$ cat config.mk
export PLATFORM = sky130hd
export DESIGN_NAME = uaf_rx_filter
export DESIGN_NICKNAME = d
export VERILOG_FILES = /design/src/shared/uaf_pkg.sv /design/src/verilog/uaf_flag.sv /design/src/verilog/uaf_match.sv /design/src/verilog/uaf_rx_filter.sv
export SDC_FILE = /design/constraint.sdc
export NUM_CORES = 1
export LEC_CHECK = 0
export BUFFER_PORTS_ARGS = -buffer_cell sky130_fd_sc_hd__buf_4
export CORE_MARGIN = 2
export CORE_UTILIZATION = 50
export CTS_CLUSTER_DIAMETER = 150
export CTS_CLUSTER_SIZE = 24
export DETAILED_ROUTE_END_ITERATION = 10
export PLACE_DENSITY = 0.72
export SYNTH_ARGS = -nofsm -noshare
export SYNTH_HDL_FRONTEND = slang
export SYNTH_SLANG_ARGS = --single-unit
$ cat constraint.sdc
create_clock -name clock -period 3.7 [get_ports clock]
set_input_delay 0.925 -clock clock [delete_from_list [all_inputs] [get_ports clock]]
set_output_delay 0.925 -clock clock [all_outputs]
set_load 0.02 [all_outputs]
$ cat src/shared/uaf_pkg.sv
// Constants for the receive address filter of the two serial ports
package uaf_pkg;

   localparam int PORTS = 2;

   // Register offsets on the plain register port
   localparam logic [7:0] OFS_OWN_ADDR0 = 8'hA9;
   localparam logic [7:0] OFS_ADDR_MASK0 = 8'hB9;
   localparam logic [7:0] OFS_ADDR_MASK1 = 8'hBA;
   localparam logic [7:0] OFS_OWN_ADDR1 = 8'hBB;
   localparam logic [7:0] OFS_CTRL0 = 8'hC0;
   localparam logic [7:0] OFS_CTRL1 = 8'hC1;
   localparam logic [7:0] OFS_POWER_CTRL = 8'hC2;
   localparam logic [7:0] OFS_RX_BYTE0 = 8'hC3;
   localparam logic [7:0] OFS_RX_BYTE1 = 8'hC4;

   // Serial control register fields
   localparam int CTRL_MODE_HI_BIT = 7;
   localparam int CTRL_MODE_LO_BIT = 6;
   localparam int CTRL_MPE_BIT = 5;
   localparam int CTRL_NINTH_BIT = 2;
   localparam int CTRL_DONE_BIT = 0;

   // Power control register field
   localparam int POWER_ERR_SEL_BIT = 6;

   // Reset values
   localparam logic [7:0] OWN_ADDR_RESET = 8'h00;
   localparam logic [7:0] ADDR_MASK_RESET = 8'h00;
   localparam logic [1:0] MODE_RESET = 2'h0;
   localparam logic [7:0] RX_BYTE_RESET = 8'h00;
   localparam logic [7:0] READ_IDLE = 8'h00;

   // Serial modes
   typedef enum logic [1:0] {
      UAF_MODE_SYNC = 2'h0,
      UAF_MODE_ASYNC8 = 2'h1,
      UAF_MODE_ASYNC9_FIXED = 2'h2,
      UAF_MODE_ASYNC9_VAR = 2'h3
   } uaf_mode_e;

endpackage

$ cat src/verilog/uaf_flag.sv
// Sticky status flag: hardware set beats software write
module uaf_flag (
   // Clock and reset
   input wire logic clock,
   input wire logic reset,
   // Hardware event
   input wire logic set,
   // Software write
   input wire logic wr,
   input wire logic wval,
   // Flag
   output logic q
);

   always_ff @(posedge clock or posedge reset) begin
      if (reset) begin
         q <= 1'b0;
      end else if (set) begin
         q <= 1'b1;
      end else if (wr) begin
         q <= wval;
      end
   end

endmodule

$ cat src/verilog/uaf_match.sv
// Given and broadcast address comparison for one port
module uaf_match (
   // Received address and port settings
   input wire logic [7:0] rx_addr,
   input wire logic [7:0] own_addr,
   input wire logic [7:0] addr_mask,
   // Result
   output logic hit
);

   logic [7:0] bcast;
   logic given_hit;
   logic bcast_hit;

   // Zero mask bits are don't-care
   assign given_hit = ((rx_addr ^ own_addr) & addr_mask) == 8'h00;
   // Broadcast: ones of own|mask must be received as ones
   assign bcast = own_addr | addr_mask;
   assign bcast_hit = (~rx_addr & bcast) == 8'h00;
   assign hit = given_hit | bcast_hit;

endmodule

$ cat src/verilog/uaf_rx_filter.sv
// Receive qualification: framing error, ninth-bit and address filter
//
// Function
// - Framing check only in asynchronous modes
// - Missing stop bit sets framing error
// - Control bit 7: error flag or mode
// - Framing error sticky until software clears
// - Modes 2/3 filter: ninth bit must be one
// - Enable bit ignored in mode 0
// - Mode 1 enable demands valid stop bit
// - Enable turns on hardware address compare
// - Mode 1: stop bit acts as ninth
// - Compare only where mask bit is one
// - Each port own address and mask
// - Broadcast address own OR mask accepted
// - Address and mask reset to zero
module uaf_rx_filter (
   // Clock and reset
   input wire logic clock,
   input wire logic reset,
   // Register port
   input wire logic [7:0] reg_addr,
   input wire logic [7:0] reg_wdata,
   input wire logic reg_write,
   input wire logic reg_read,
   output logic [7:0] reg_rdata,
   // Frame events from the receive shifters
   input wire logic [1:0] frame_done,
   input wire logic [7:0] frame_byte0,
   input wire logic [7:0] frame_byte1,
   input wire logic [1:0] frame_ninth,
   input wire logic [1:0] frame_stop_ok,
   // Status towards the port cores
   output logic [1:0] receive_done_flag,
   output logic [1:0] framing_error_flag,
   // Settings towards the port cores
   output logic [1:0] multiprocessor_enable,
   output logic [1:0] serial_mode0,
   output logic [1:0] serial_mode1
);

   localparam int NP = uaf_pkg::PORTS;

   // Control byte as software sees it
   function automatic logic [7:0] ctrl_view(
      input logic sel,
      input logic [1:0] mode,
      input logic fe,
      input logic mpe,
      input logic ninth,
      input logic done
   );
      logic [7:0] v;
      v = 8'h00;
      v[uaf_pkg::CTRL_MODE_HI_BIT] = sel ? fe : mode[1];
      v[uaf_pkg::CTRL_MODE_LO_BIT] = mode[0];
      v[uaf_pkg::CTRL_MPE_BIT] = mpe;
      v[uaf_pkg::CTRL_NINTH_BIT] = ninth;
      v[uaf_pkg::CTRL_DONE_BIT] = done;
      return v;
   endfunction

   // Whether a completed frame may raise the done flag
   function automatic logic frame_pass(
      input logic [1:0] mode,
      input logic mpe,
      input logic ninth,
      input logic stop_ok,
      input logic hit
   );
      logic ok;
      ok = 1'b1;
      case (mode)
         uaf_pkg::UAF_MODE_SYNC: begin
            ok = 1'b1;
         end
         uaf_pkg::UAF_MODE_ASYNC8: begin
            // Stop bit stands in for the ninth bit here
            if (mpe) begin
               ok = stop_ok & hit;
            end
         end
         default: begin
            if (mpe) begin
               ok = ninth & hit;
            end
         end
      endcase
      return ok;
   endfunction

   // Register write decode, shared by every writable offset
   function automatic logic reg_hit(
      input logic strobe,
      input logic [7:0] addr,
      input logic [7:0] ofs
   );
      return strobe && addr == ofs;
   endfunction

   // Software settings
   logic err_sel_q;
   logic [1:0] mode_q [NP];
   logic [NP-1:0] mpe_q;
   logic [7:0] own_addr_q [NP];
   logic [7:0] addr_mask_q [NP];

   // Receive state
   logic [NP-1:0] ninth_q;
   logic [7:0] rx_byte_q [NP];

   // Per-port decode and events
   logic [7:0] frame_byte [NP];
   logic [7:0] ofs_ctrl [NP];
   logic [7:0] ofs_own [NP];
   logic [7:0] ofs_mask [NP];
   logic [7:0] ofs_rx [NP];
   logic [NP-1:0] wr_ctrl;
   logic [NP-1:0] hit;
   logic [NP-1:0] accept;
   logic [NP-1:0] fe_set;
   logic [NP-1:0] fe_wr;
   logic [7:0] rd_d;

   // Write decodes
   logic wr_power;
   logic [NP-1:0] wr_own;
   logic [NP-1:0] wr_mask;

   assign frame_byte[0] = frame_byte0;
   assign frame_byte[1] = frame_byte1;
   assign ofs_ctrl[0] = uaf_pkg::OFS_CTRL0;
   assign ofs_ctrl[1] = uaf_pkg::OFS_CTRL1;
   assign ofs_own[0] = uaf_pkg::OFS_OWN_ADDR0;
   assign ofs_own[1] = uaf_pkg::OFS_OWN_ADDR1;
   assign ofs_mask[0] = uaf_pkg::OFS_ADDR_MASK0;
   assign ofs_mask[1] = uaf_pkg::OFS_ADDR_MASK1;
   assign ofs_rx[0] = uaf_pkg::OFS_RX_BYTE0;
   assign ofs_rx[1] = uaf_pkg::OFS_RX_BYTE1;
   // Power control byte is shared by both ports
   assign wr_power = reg_hit(reg_write, reg_addr, uaf_pkg::OFS_POWER_CTRL);

   // Error-access select shared by both ports
   always_ff @(posedge clock or posedge reset) begin
      if (reset) begin
         err_sel_q <= 1'b0;
      end else if (wr_power) begin
         err_sel_q <= reg_wdata[uaf_pkg::POWER_ERR_SEL_BIT];
      end
   end

   genvar p;
   generate
      for (p = 0; p < NP; p++) begin : g_port
         assign wr_ctrl[p] = reg_hit(reg_write, reg_addr, ofs_ctrl[p]);
         assign wr_own[p] = reg_hit(reg_write, reg_addr, ofs_own[p]);
         assign wr_mask[p] = reg_hit(reg_write, reg_addr, ofs_mask[p]);

         // Compare uses this frame's own byte, not the latched one
         uaf_match u_match (
            .rx_addr(frame_byte[p]),
            .own_addr(own_addr_q[p]),
            .addr_mask(addr_mask_q[p]),
            .hit(hit[p])
         );

         assign accept[p] = frame_done[p] && frame_pass(mode_q[p],
            mpe_q[p], frame_ninth[p], frame_stop_ok[p], hit[p]);

         // No stop bit in mode 0, so no framing check there
         assign fe_set[p] = frame_done[p]
            && mode_q[p] != uaf_pkg::UAF_MODE_SYNC
            && !frame_stop_ok[p];
         assign fe_wr[p] = wr_ctrl[p] && err_sel_q;

         // Error-free frames never clear it; set beats write
         uaf_flag u_fe (
            .clock(clock),
            .reset(reset),
            .set(fe_set[p]),
            .wr(fe_wr[p]),
            .wval(reg_wdata[uaf_pkg::CTRL_MODE_HI_BIT]),
            .q(framing_error_flag[p])
         );

         uaf_flag u_done (
            .clock(clock),
            .reset(reset),
            .set(accept[p]),
            .wr(wr_ctrl[p]),
            .wval(reg_wdata[uaf_pkg::CTRL_DONE_BIT]),
            .q(receive_done_flag[p])
         );

         // Mode high bit kept apart from the error flag
         always_ff @(posedge clock or posedge reset) begin
            if (reset) begin
               mode_q[p] <= uaf_pkg::MODE_RESET;
            end else if (wr_ctrl[p]) begin
               if (!err_sel_q) begin
                  mode_q[p][1] <= reg_wdata[uaf_pkg::CTRL_MODE_HI_BIT];
               end
               mode_q[p][0] <= reg_wdata[uaf_pkg::CTRL_MODE_LO_BIT];
            end
         end

         // Software toggles this around each message
         always_ff @(posedge clock or posedge reset) begin
            if (reset) begin
               mpe_q[p] <= 1'b0;
            end else if (wr_ctrl[p]) begin
               mpe_q[p] <= reg_wdata[uaf_pkg::CTRL_MPE_BIT];
            end
         end

         // Received byte and ninth bit of accepted frames
         always_ff @(posedge clock or posedge reset) begin
            if (reset) begin
               rx_byte_q[p] <= uaf_pkg::RX_BYTE_RESET;
               ninth_q[p] <= 1'b0;
            end else if (accept[p]) begin
               rx_byte_q[p] <= frame_byte[p];
               ninth_q[p] <= frame_ninth[p];
            end
         end

         // Zero address and mask accept every address
         always_ff @(posedge clock or posedge reset) begin
            if (reset) begin
               own_addr_q[p] <= uaf_pkg::OWN_ADDR_RESET;
            end else if (wr_own[p]) begin
               own_addr_q[p] <= reg_wdata;
            end
         end

         always_ff @(posedge clock or posedge reset) begin
            if (reset) begin
               addr_mask_q[p] <= uaf_pkg::ADDR_MASK_RESET;
            end else if (wr_mask[p]) begin
               addr_mask_q[p] <= reg_wdata;
            end
         end
      end
   endgenerate

   // Read multiplexer; unmapped offsets read zero
   always_comb begin
      rd_d = uaf_pkg::READ_IDLE;
      if (reg_addr == uaf_pkg::OFS_POWER_CTRL) begin
         rd_d[uaf_pkg::POWER_ERR_SEL_BIT] = err_sel_q;
      end
      for (int i = 0; i < NP; i++) begin
         if (reg_addr == ofs_ctrl[i]) begin
            rd_d = ctrl_view(err_sel_q, mode_q[i],
               framing_error_flag[i], mpe_q[i], ninth_q[i],
               receive_done_flag[i]);
         end
         if (reg_addr == ofs_own[i]) begin
            rd_d = own_addr_q[i];
         end
         if (reg_addr == ofs_mask[i]) begin
            rd_d = addr_mask_q[i];
         end
         if (reg_addr == ofs_rx[i]) begin
            rd_d = rx_byte_q[i];
         end
      end
   end

   // Read data valid only in the cycle after the strobe
   always_ff @(posedge clock or posedge reset) begin
      if (reset) begin
         reg_rdata <= uaf_pkg::READ_IDLE;
      end else if (reg_read) begin
         reg_rdata <= rd_d;
      end else begin
         reg_rdata <= uaf_pkg::READ_IDLE;
      end
   end

   // Modes mirrored to the port cores
   always_ff @(posedge clock or posedge reset) begin
      if (reset) begin
         serial_mode0 <= uaf_pkg::MODE_RESET;
         serial_mode1 <= uaf_pkg::MODE_RESET;
      end else begin
         serial_mode0 <= mode_q[0];
         serial_mode1 <= mode_q[1];
      end
   end

   // Port cores see the enable one cycle after the write
   always_ff @(posedge clock or posedge reset) begin
      if (reset) begin
         multiprocessor_enable <= 2'h0;
      end else begin
         multiprocessor_enable <= mpe_q;
      end
   end

endmodule

==> flow_summary.json, run 1 <==
{
  "status": "finished, final reports clean",
  "max_slew.worst_pin.slew_ns": 0.643,
  "finalCritPeriodShare_pct": 69.0,
  "fp.coreArea_sq_um": 7330,
  "synth-simple-area-share_pct": 11.8,
  "drtIter0Drc": 224,
  "startpoint": "reg_addr[4]",
  "rr_startpoint": "own_addr_q[10]",
  "die-width_microns": 91.7,
  "synthAdderAreaFrac_pct": 0,
  "finalHoldViolCount": 0,
  "first_pass_iters": 4,
  "crit_path_end": "mode_q[3]",
  "num_vias": 2889,
  "area_growth_pct": 18.5,
  "grt_setup_unrepaired": "no",
  "wl_met2_microns": 4330,
  "r2r_setup_slack_ns": 1.64,
  "r2r-end": "rx_byte_q[9]",
  "grt_pass1_vias": 2951,
  "hold_depth": 0,
  "report.final.slew_viol_count": 0,
  "synth_xor_area_share_pct": 3.65,
  "maxCapViolCount": 0,
  "syn_area_sq_um": 3840,
  "cts_setup_buffers": 0,
  "rows": 31,
  "mostFrequentLayoutCells": "dfrtp_1, buf_4, mux2_2",
  "io_pins": 60,
  "final_nets": 430,
  "finalSetupTns_ns": 0,
  "fmax_ghz": 0.392,
  "synthMuxAreaShare_pct": 19.1,
  "slowest_stage": "or4b_1",
  "critPathArrivalTime_ns": 2.79,
  "grt_max_degree": 32,
  "crit_path_max_incr_delay_ns": 0.65,
  "gr-usage-all-layers_pct": 24.0,
  "power_per_cell_area_nw_per_um2": 387,
  "numCtsBuffers": 9,
  "post-route-util_pct": 62.1,
  "mostFrequentLayoutCell": "dfrtp_1",
  "cts_resized": 0,
  "synth-compound-area-share_pct": 14.1,
  "die_h_microns": 91.7,
  "ys_seq_area_share_pct": 48.8,
  "grt_overflow_total": 0,
  "synth_ff_type": "dfrtp_1",
  "routabilityCongestion": 0.902,
  "path_buf_inv": 1,
  "worstHoldPathType": "reg -> reg",
  "cts_sinks": 75,
  "cp-end-kind": "register",
  "cp.depth": 6,
  "clk_pin_slew_worst_paths_ns": 0.07,
  "fin_skew_ns": 0.00747,
  "start_util_pct": 52.4,
  "fin_crit_ns": 2.55,
  "root_buffer": "clkbuf_8",
  "leakage_nw": 2.14,
  "dr_wl_met3_microns": 622,
  "via_per_inst": 5.87,
  "syn_area_per_cell_sq_um": 11.8,
  "wl_per_cell_microns": 19.1,
  "placedCellCount": 476,
  "path_class": "in -> reg",
  "synth_top_family_by_area": "multiplexers",
  "setup_viol": 0,
  "top_layer": "met4",
  "cts.path.max_buffers": 2,
  "fp.dieArea_sq_um": 8400,
  "syn-num-nets": 369,
  "syn_inst": 327,
  "reg2reg_depth": 5,
  "insertion_delay_ns": 0.36,
  "place_hpwl_microns": 6900,
  "cts_tree": "done",
  "synth_warnings": 0,
  "synth.distinct_cells": 50,
  "p_total_w": 0.00176,
  "stdcell_count": 492,
  "antenna_found_initial": 0,
  "final_layout_size_suffix_gt1_share_pct": 37.9,
  "start_kind": "input port",
  "ir_worst_vdd_uv": 217,
  "ys_ff_latch": 75,
  "synthArstFlopShare_pct": 100,
  "worstPathRequired_ns": 3.94,
  "numPortBuffers": 59,
  "postRouteAntennaNets": 0,
  "path_max_fanout": 13,
  "slew_headroom_pct": 56.5,
  "postCtsHoldBufs": 0,
  "wl_microns": 9400,
  "critPathTopFamily": "simple AND/OR/NAND/NOR gates",
  "synth_edf_count": 0,
  "wl_met1_microns": 4220,
  "diodes": 0,
  "cp_cell_sequence": "buf_4 -> or4b_1 -> nor4_4 -> nand2_4 -> nor2_2 -> mux2_1",
  "htreeDepth": 3,
  "remaining_drc_errors": 0,
  "grt_pass1_wl_microns": 15500
}
-- metrics by stage --
step                      setup WS (ns)  hold WS [ns]  area (sq um)
after floorplan                   0.865         0.397          3840
after global placement            0.844         0.436          4360
after detailed placement          0.797         0.441          4360
after CTS                          1.17         0.458          4550
after global routing               1.06         0.491          4550
final                              1.15         0.467          4550
-- cells in the mapped netlist, types with 7 or more instances --
library cell / instances / area share (%)
dfrtp_1: 75 / 49
mux2_2: 59 / 17
nor2_1: 21 / 2.1
xor2_1: 16 / 3.6
nand2_1: 15 / 1.5
o21ai_0: 13 / 1.7
a21oi_1: 12 / 1.6
a22oi_1: 11 / 2.1
o22ai_1: 9 / 1.5
a31oi_1: 7 / 1.1
-- routing by layer --
layer | GRT usage, % | up-vias
met5 | 0 | -
met4 | 9.72 | 0
met3 | 4.60 | 15
met2 | 36.9 | 104
met1 | 33.4 | 1417
li1 | - | 1353
-- worst min-delay path by stage --
stage | from | slack (ns) | endpoint
floorplan | mpe_q[1] | 0.40 | multiprocessor_enable[1]
global placement | mpe_q[1] | 0.44 | multiprocessor_enable[1]
detailed placement | mpe_q[1] | 0.44 | multiprocessor_enable[1]
CTS | mpe_q[1] | 0.46 | multiprocessor_enable[1]
global route | mpe_q[1] | 0.49 | multiprocessor_enable[1]
finish | mpe_q[1] | 0.47 | multiprocessor_enable[1]
-- state kept, by name, indices dropped and copies added, names as in the netlist, 4 cells and up --
register / cells
addr_mask_q: 16
reg_rdata: 8
mode_q: 4
rx_byte_q: 16
own_addr_q: 16
-- where the power goes --
part	internal (W)	leakage, nW	switching [W]	total [W]
sequential	0.000871	0.984	0.0000460	0.000917
clock	0.000281	0.0915	0.000317	0.000598
combinational	0.000118	1.06	0.000129	0.000246
total	0.00127	2.14	0.000492	0.00176
-- cells by family after synthesis --
kind of cell	count (synthesis)
buffers and inverters	19
muxes	65
AOI/OAI and AO/OA	75
and+or+nand+nor	77
DFF	75
xor gates and xnor gates	16
-- area by class of cell --
cell class / count / area [sq um]
Inverter: 6 / 22.5
Sequential cell: 75 / 1880
Timing Repair Buffer: 63 / 473
Clock inverter: 5 / 37.5
Fill cell: 597 / 2780
Tap cell: 99 / 124
Clock buffer: 11 / 151
Multi-Input combinational cell: 233 / 1870
No activity file was read; power rests on OpenSTA's default activity.
==> run 2: changes to the inputs <==
PLACE_DENSITY = 0.74   (was 0.72)
clock period = 2.3 ns   (was 3.7 ns; I/O delays follow)
==> run 2 against run 1 <==
Net effect: clock skew up 0.0061 ns; final cell count up 4.5%; count of clock-buffer cells in the layout down 1; total power up 68%; largest cell class unchanged; register-to-register slack worse by 1.3 ns; highest routed layer unchanged; critical path depth up 1; utilization up 3.0 points.
==> flow_summary.json, run 2 (synthesized netlist as in run 1, its figures left out) <==
{
  "status": "finished, final reports clean",
  "maxCapViolCount": 0,
  "grt_setup_unrepaired": "no",
  "mostFrequentLayoutCells": "buf_4, dfrtp_1, mux2_2",
  "layout.area.seq_sq_um": 1880,
  "diodes": 0,
  "start_util_pct": 52.4,
  "cts_sinks": 75,
  "antenna_found_initial": 0,
  "routabilityCongestion": 0.951,
  "wl_per_cell_microns": 19.5,
  "max_slew.worst_pin.slew_ns": 0.698,
  "fin_skew_ns": 0.0135,
  "worstHoldPathType": "in -> async",
  "cts_resized": 0,
  "fp.coreArea_sq_um": 7330,
  "area_growth_pct": 24.3,
  "numCtsBuffers": 9,
  "start_kind": "input port",
  "ir_worst_vdd_uv": 363,
  "worstPathRequired_ns": 2.59,
  "critPathArrivalTime_ns": 2.33,
  "fin_ws_ns": 0.253,
  "drtIter0Drc": 300,
  "grt_pass1_vias": 3178,
  "first_pass_iters": 5,
  "final_layout_size_suffix_gt1_share_pct": 41.0,
  "cts_tree": "done",
  "grt_max_degree": 32,
  "numPortBuffers": 59,
  "finalHoldViolCount": 0,
  "die-width_microns": 91.7,
  "grt_overflow_total": 0,
  "path_max_fanout": 4,
  "htreeDepth": 3,
  "largest_registers": "addr_mask_q: 16 flops, own_addr_q: 16 flops, rx_byte_q: 16 flops",
  "cts.path.max_buffers": 2,
  "setup_viol": 0,
  "remaining_drc_errors": 0,
  "final_nets": 452,
  "leakage_nw": 2.26,
  "cp_cell_sequence": "buf_4 -> or4b_1 -> buf_4 -> or3_1 -> a21oi_1 -> o21ai_0 -> a21oi_1",
  "slew_headroom_pct": 53.4,
  "postCtsHoldBufs": 0,
  "multi_input_area_sq_um": 1870,
  "die_h_microns": 91.7,
  "cts_setup_buffers": 0,
  "slowest_stage": "or4b_1",
  "fin_hold_ws_ns": 0.315,
  "cp-end-kind": "register",
  "fp.dieArea_sq_um": 8400,
  "fmax_ghz": 0.488,
  "finalCritPeriodShare_pct": 89.0,
  "rows": 31,
  "fin_crit_ns": 2.05,
  "crit_path_max_incr_delay_ns": 0.65,
  "insertion_delay_ns": 0.37,
  "clk_pin_slew_worst_paths_ns": 0.08,
  "io_pins": 60,
  "place_hpwl_microns": 7570,
  "wl_microns": 10000,
  "via_per_inst": 6.00,
  "grt_pass1_wl_microns": 16500,
  "mostFrequentLayoutCell": "buf_4",
  "num_vias": 3084,
  "place_ws_ns": -0.107,
  "power_per_cell_area_nw_per_um2": 619,
  "path_class": "in -> reg",
  "gr-usage-all-layers_pct": 25.5,
  "report.final.slew_viol_count": 0,
  "fillCellCount": 574,
  "postRouteAntennaNets": 0,
  "root_buffer": "clkbuf_8"
}
-- run 2: changes by cell type in the layout (fill, tap and decap cells not counted), sizes merged --
| cell | change |
|---|---|
| bufinv | +1 |
| buf | +22 |
| clkinv | -1 |
| clkinvlp | +1 |
| clkbuf | -1 |
-- run 2: where the power goes --
group | switching (W) | internal [W] | leakage, nW
clock network | 0.000530 | 0.000502 | 0.0927
logic | 0.000223 | 0.000222 | 1.19
registers | 0.0000757 | 0.00140 | 0.984
total | 0.000829 | 0.00212 | 2.26
-- run 2: final timing paths --
kind                                startpoint  slack (ns)                        to  depth (start not counted)
worst max-delay path               reg_addr[5]        0.25              reg_rdata[5]                          7
worst min-delay path                     reset        0.31            own_addr_q[11]                          2
worst max register to register  addr_mask_q[1]        0.33              rx_byte_q[6]                          7
worst min register to register        mpe_q[0]        0.45  multiprocessor_enable[0]                          0
max in group asynchronous                reset        1.44                 mode_q[1]                          3
min in group clock                    mpe_q[0]        0.45  multiprocessor_enable[0]                          0
-- run 2: through the flow --
stage	cells	util, %	power [W]	setup TNS (ns)	instance area (sq um)
6_report	514	65.1	0.00295	0	4770
5_1_grt	514	65.1	0.00307	0	4770
4_1_cts	514	65.1	0.00296	0	4770
3_5_place_dp	498	62.5	0.00195	-0.775	4580
3_3_place_gp	498	62.5	0.00193	-0.434	4580
2_1_floorplan	327	-	0.00173	0	3850
-- run 2: area by class of cell --
type                    instances  area share, %
flip-flops and latches         75           39.3
well taps                      99           2.59
clock inverters                 6           1.34
repair buffers                 85           14.4
multi-input cells             233           39.1
clock buffers                  10           2.67
inverters                       6          0.550
-- run 2: critical path: cells and delay by family --
family | cells | cell delay (ns)
AOI/OAI and AO/OA | 3 | 0.43
and+or+nand+nor | 2 | 1.02
buffers and inverters | 2 | 0.31
-- run 2: metal layers --
metal / vias to the layer above / share of wire [%] / track usage, %
met2: 140 / 48 / 40.3
li1: 1401 / - / -
met5: - / 0 / 0
met1: 1515 / 42 / 34.1
met3: 28 / 6.7 / 4.60
met4: 0 / 3.4 / 11.6
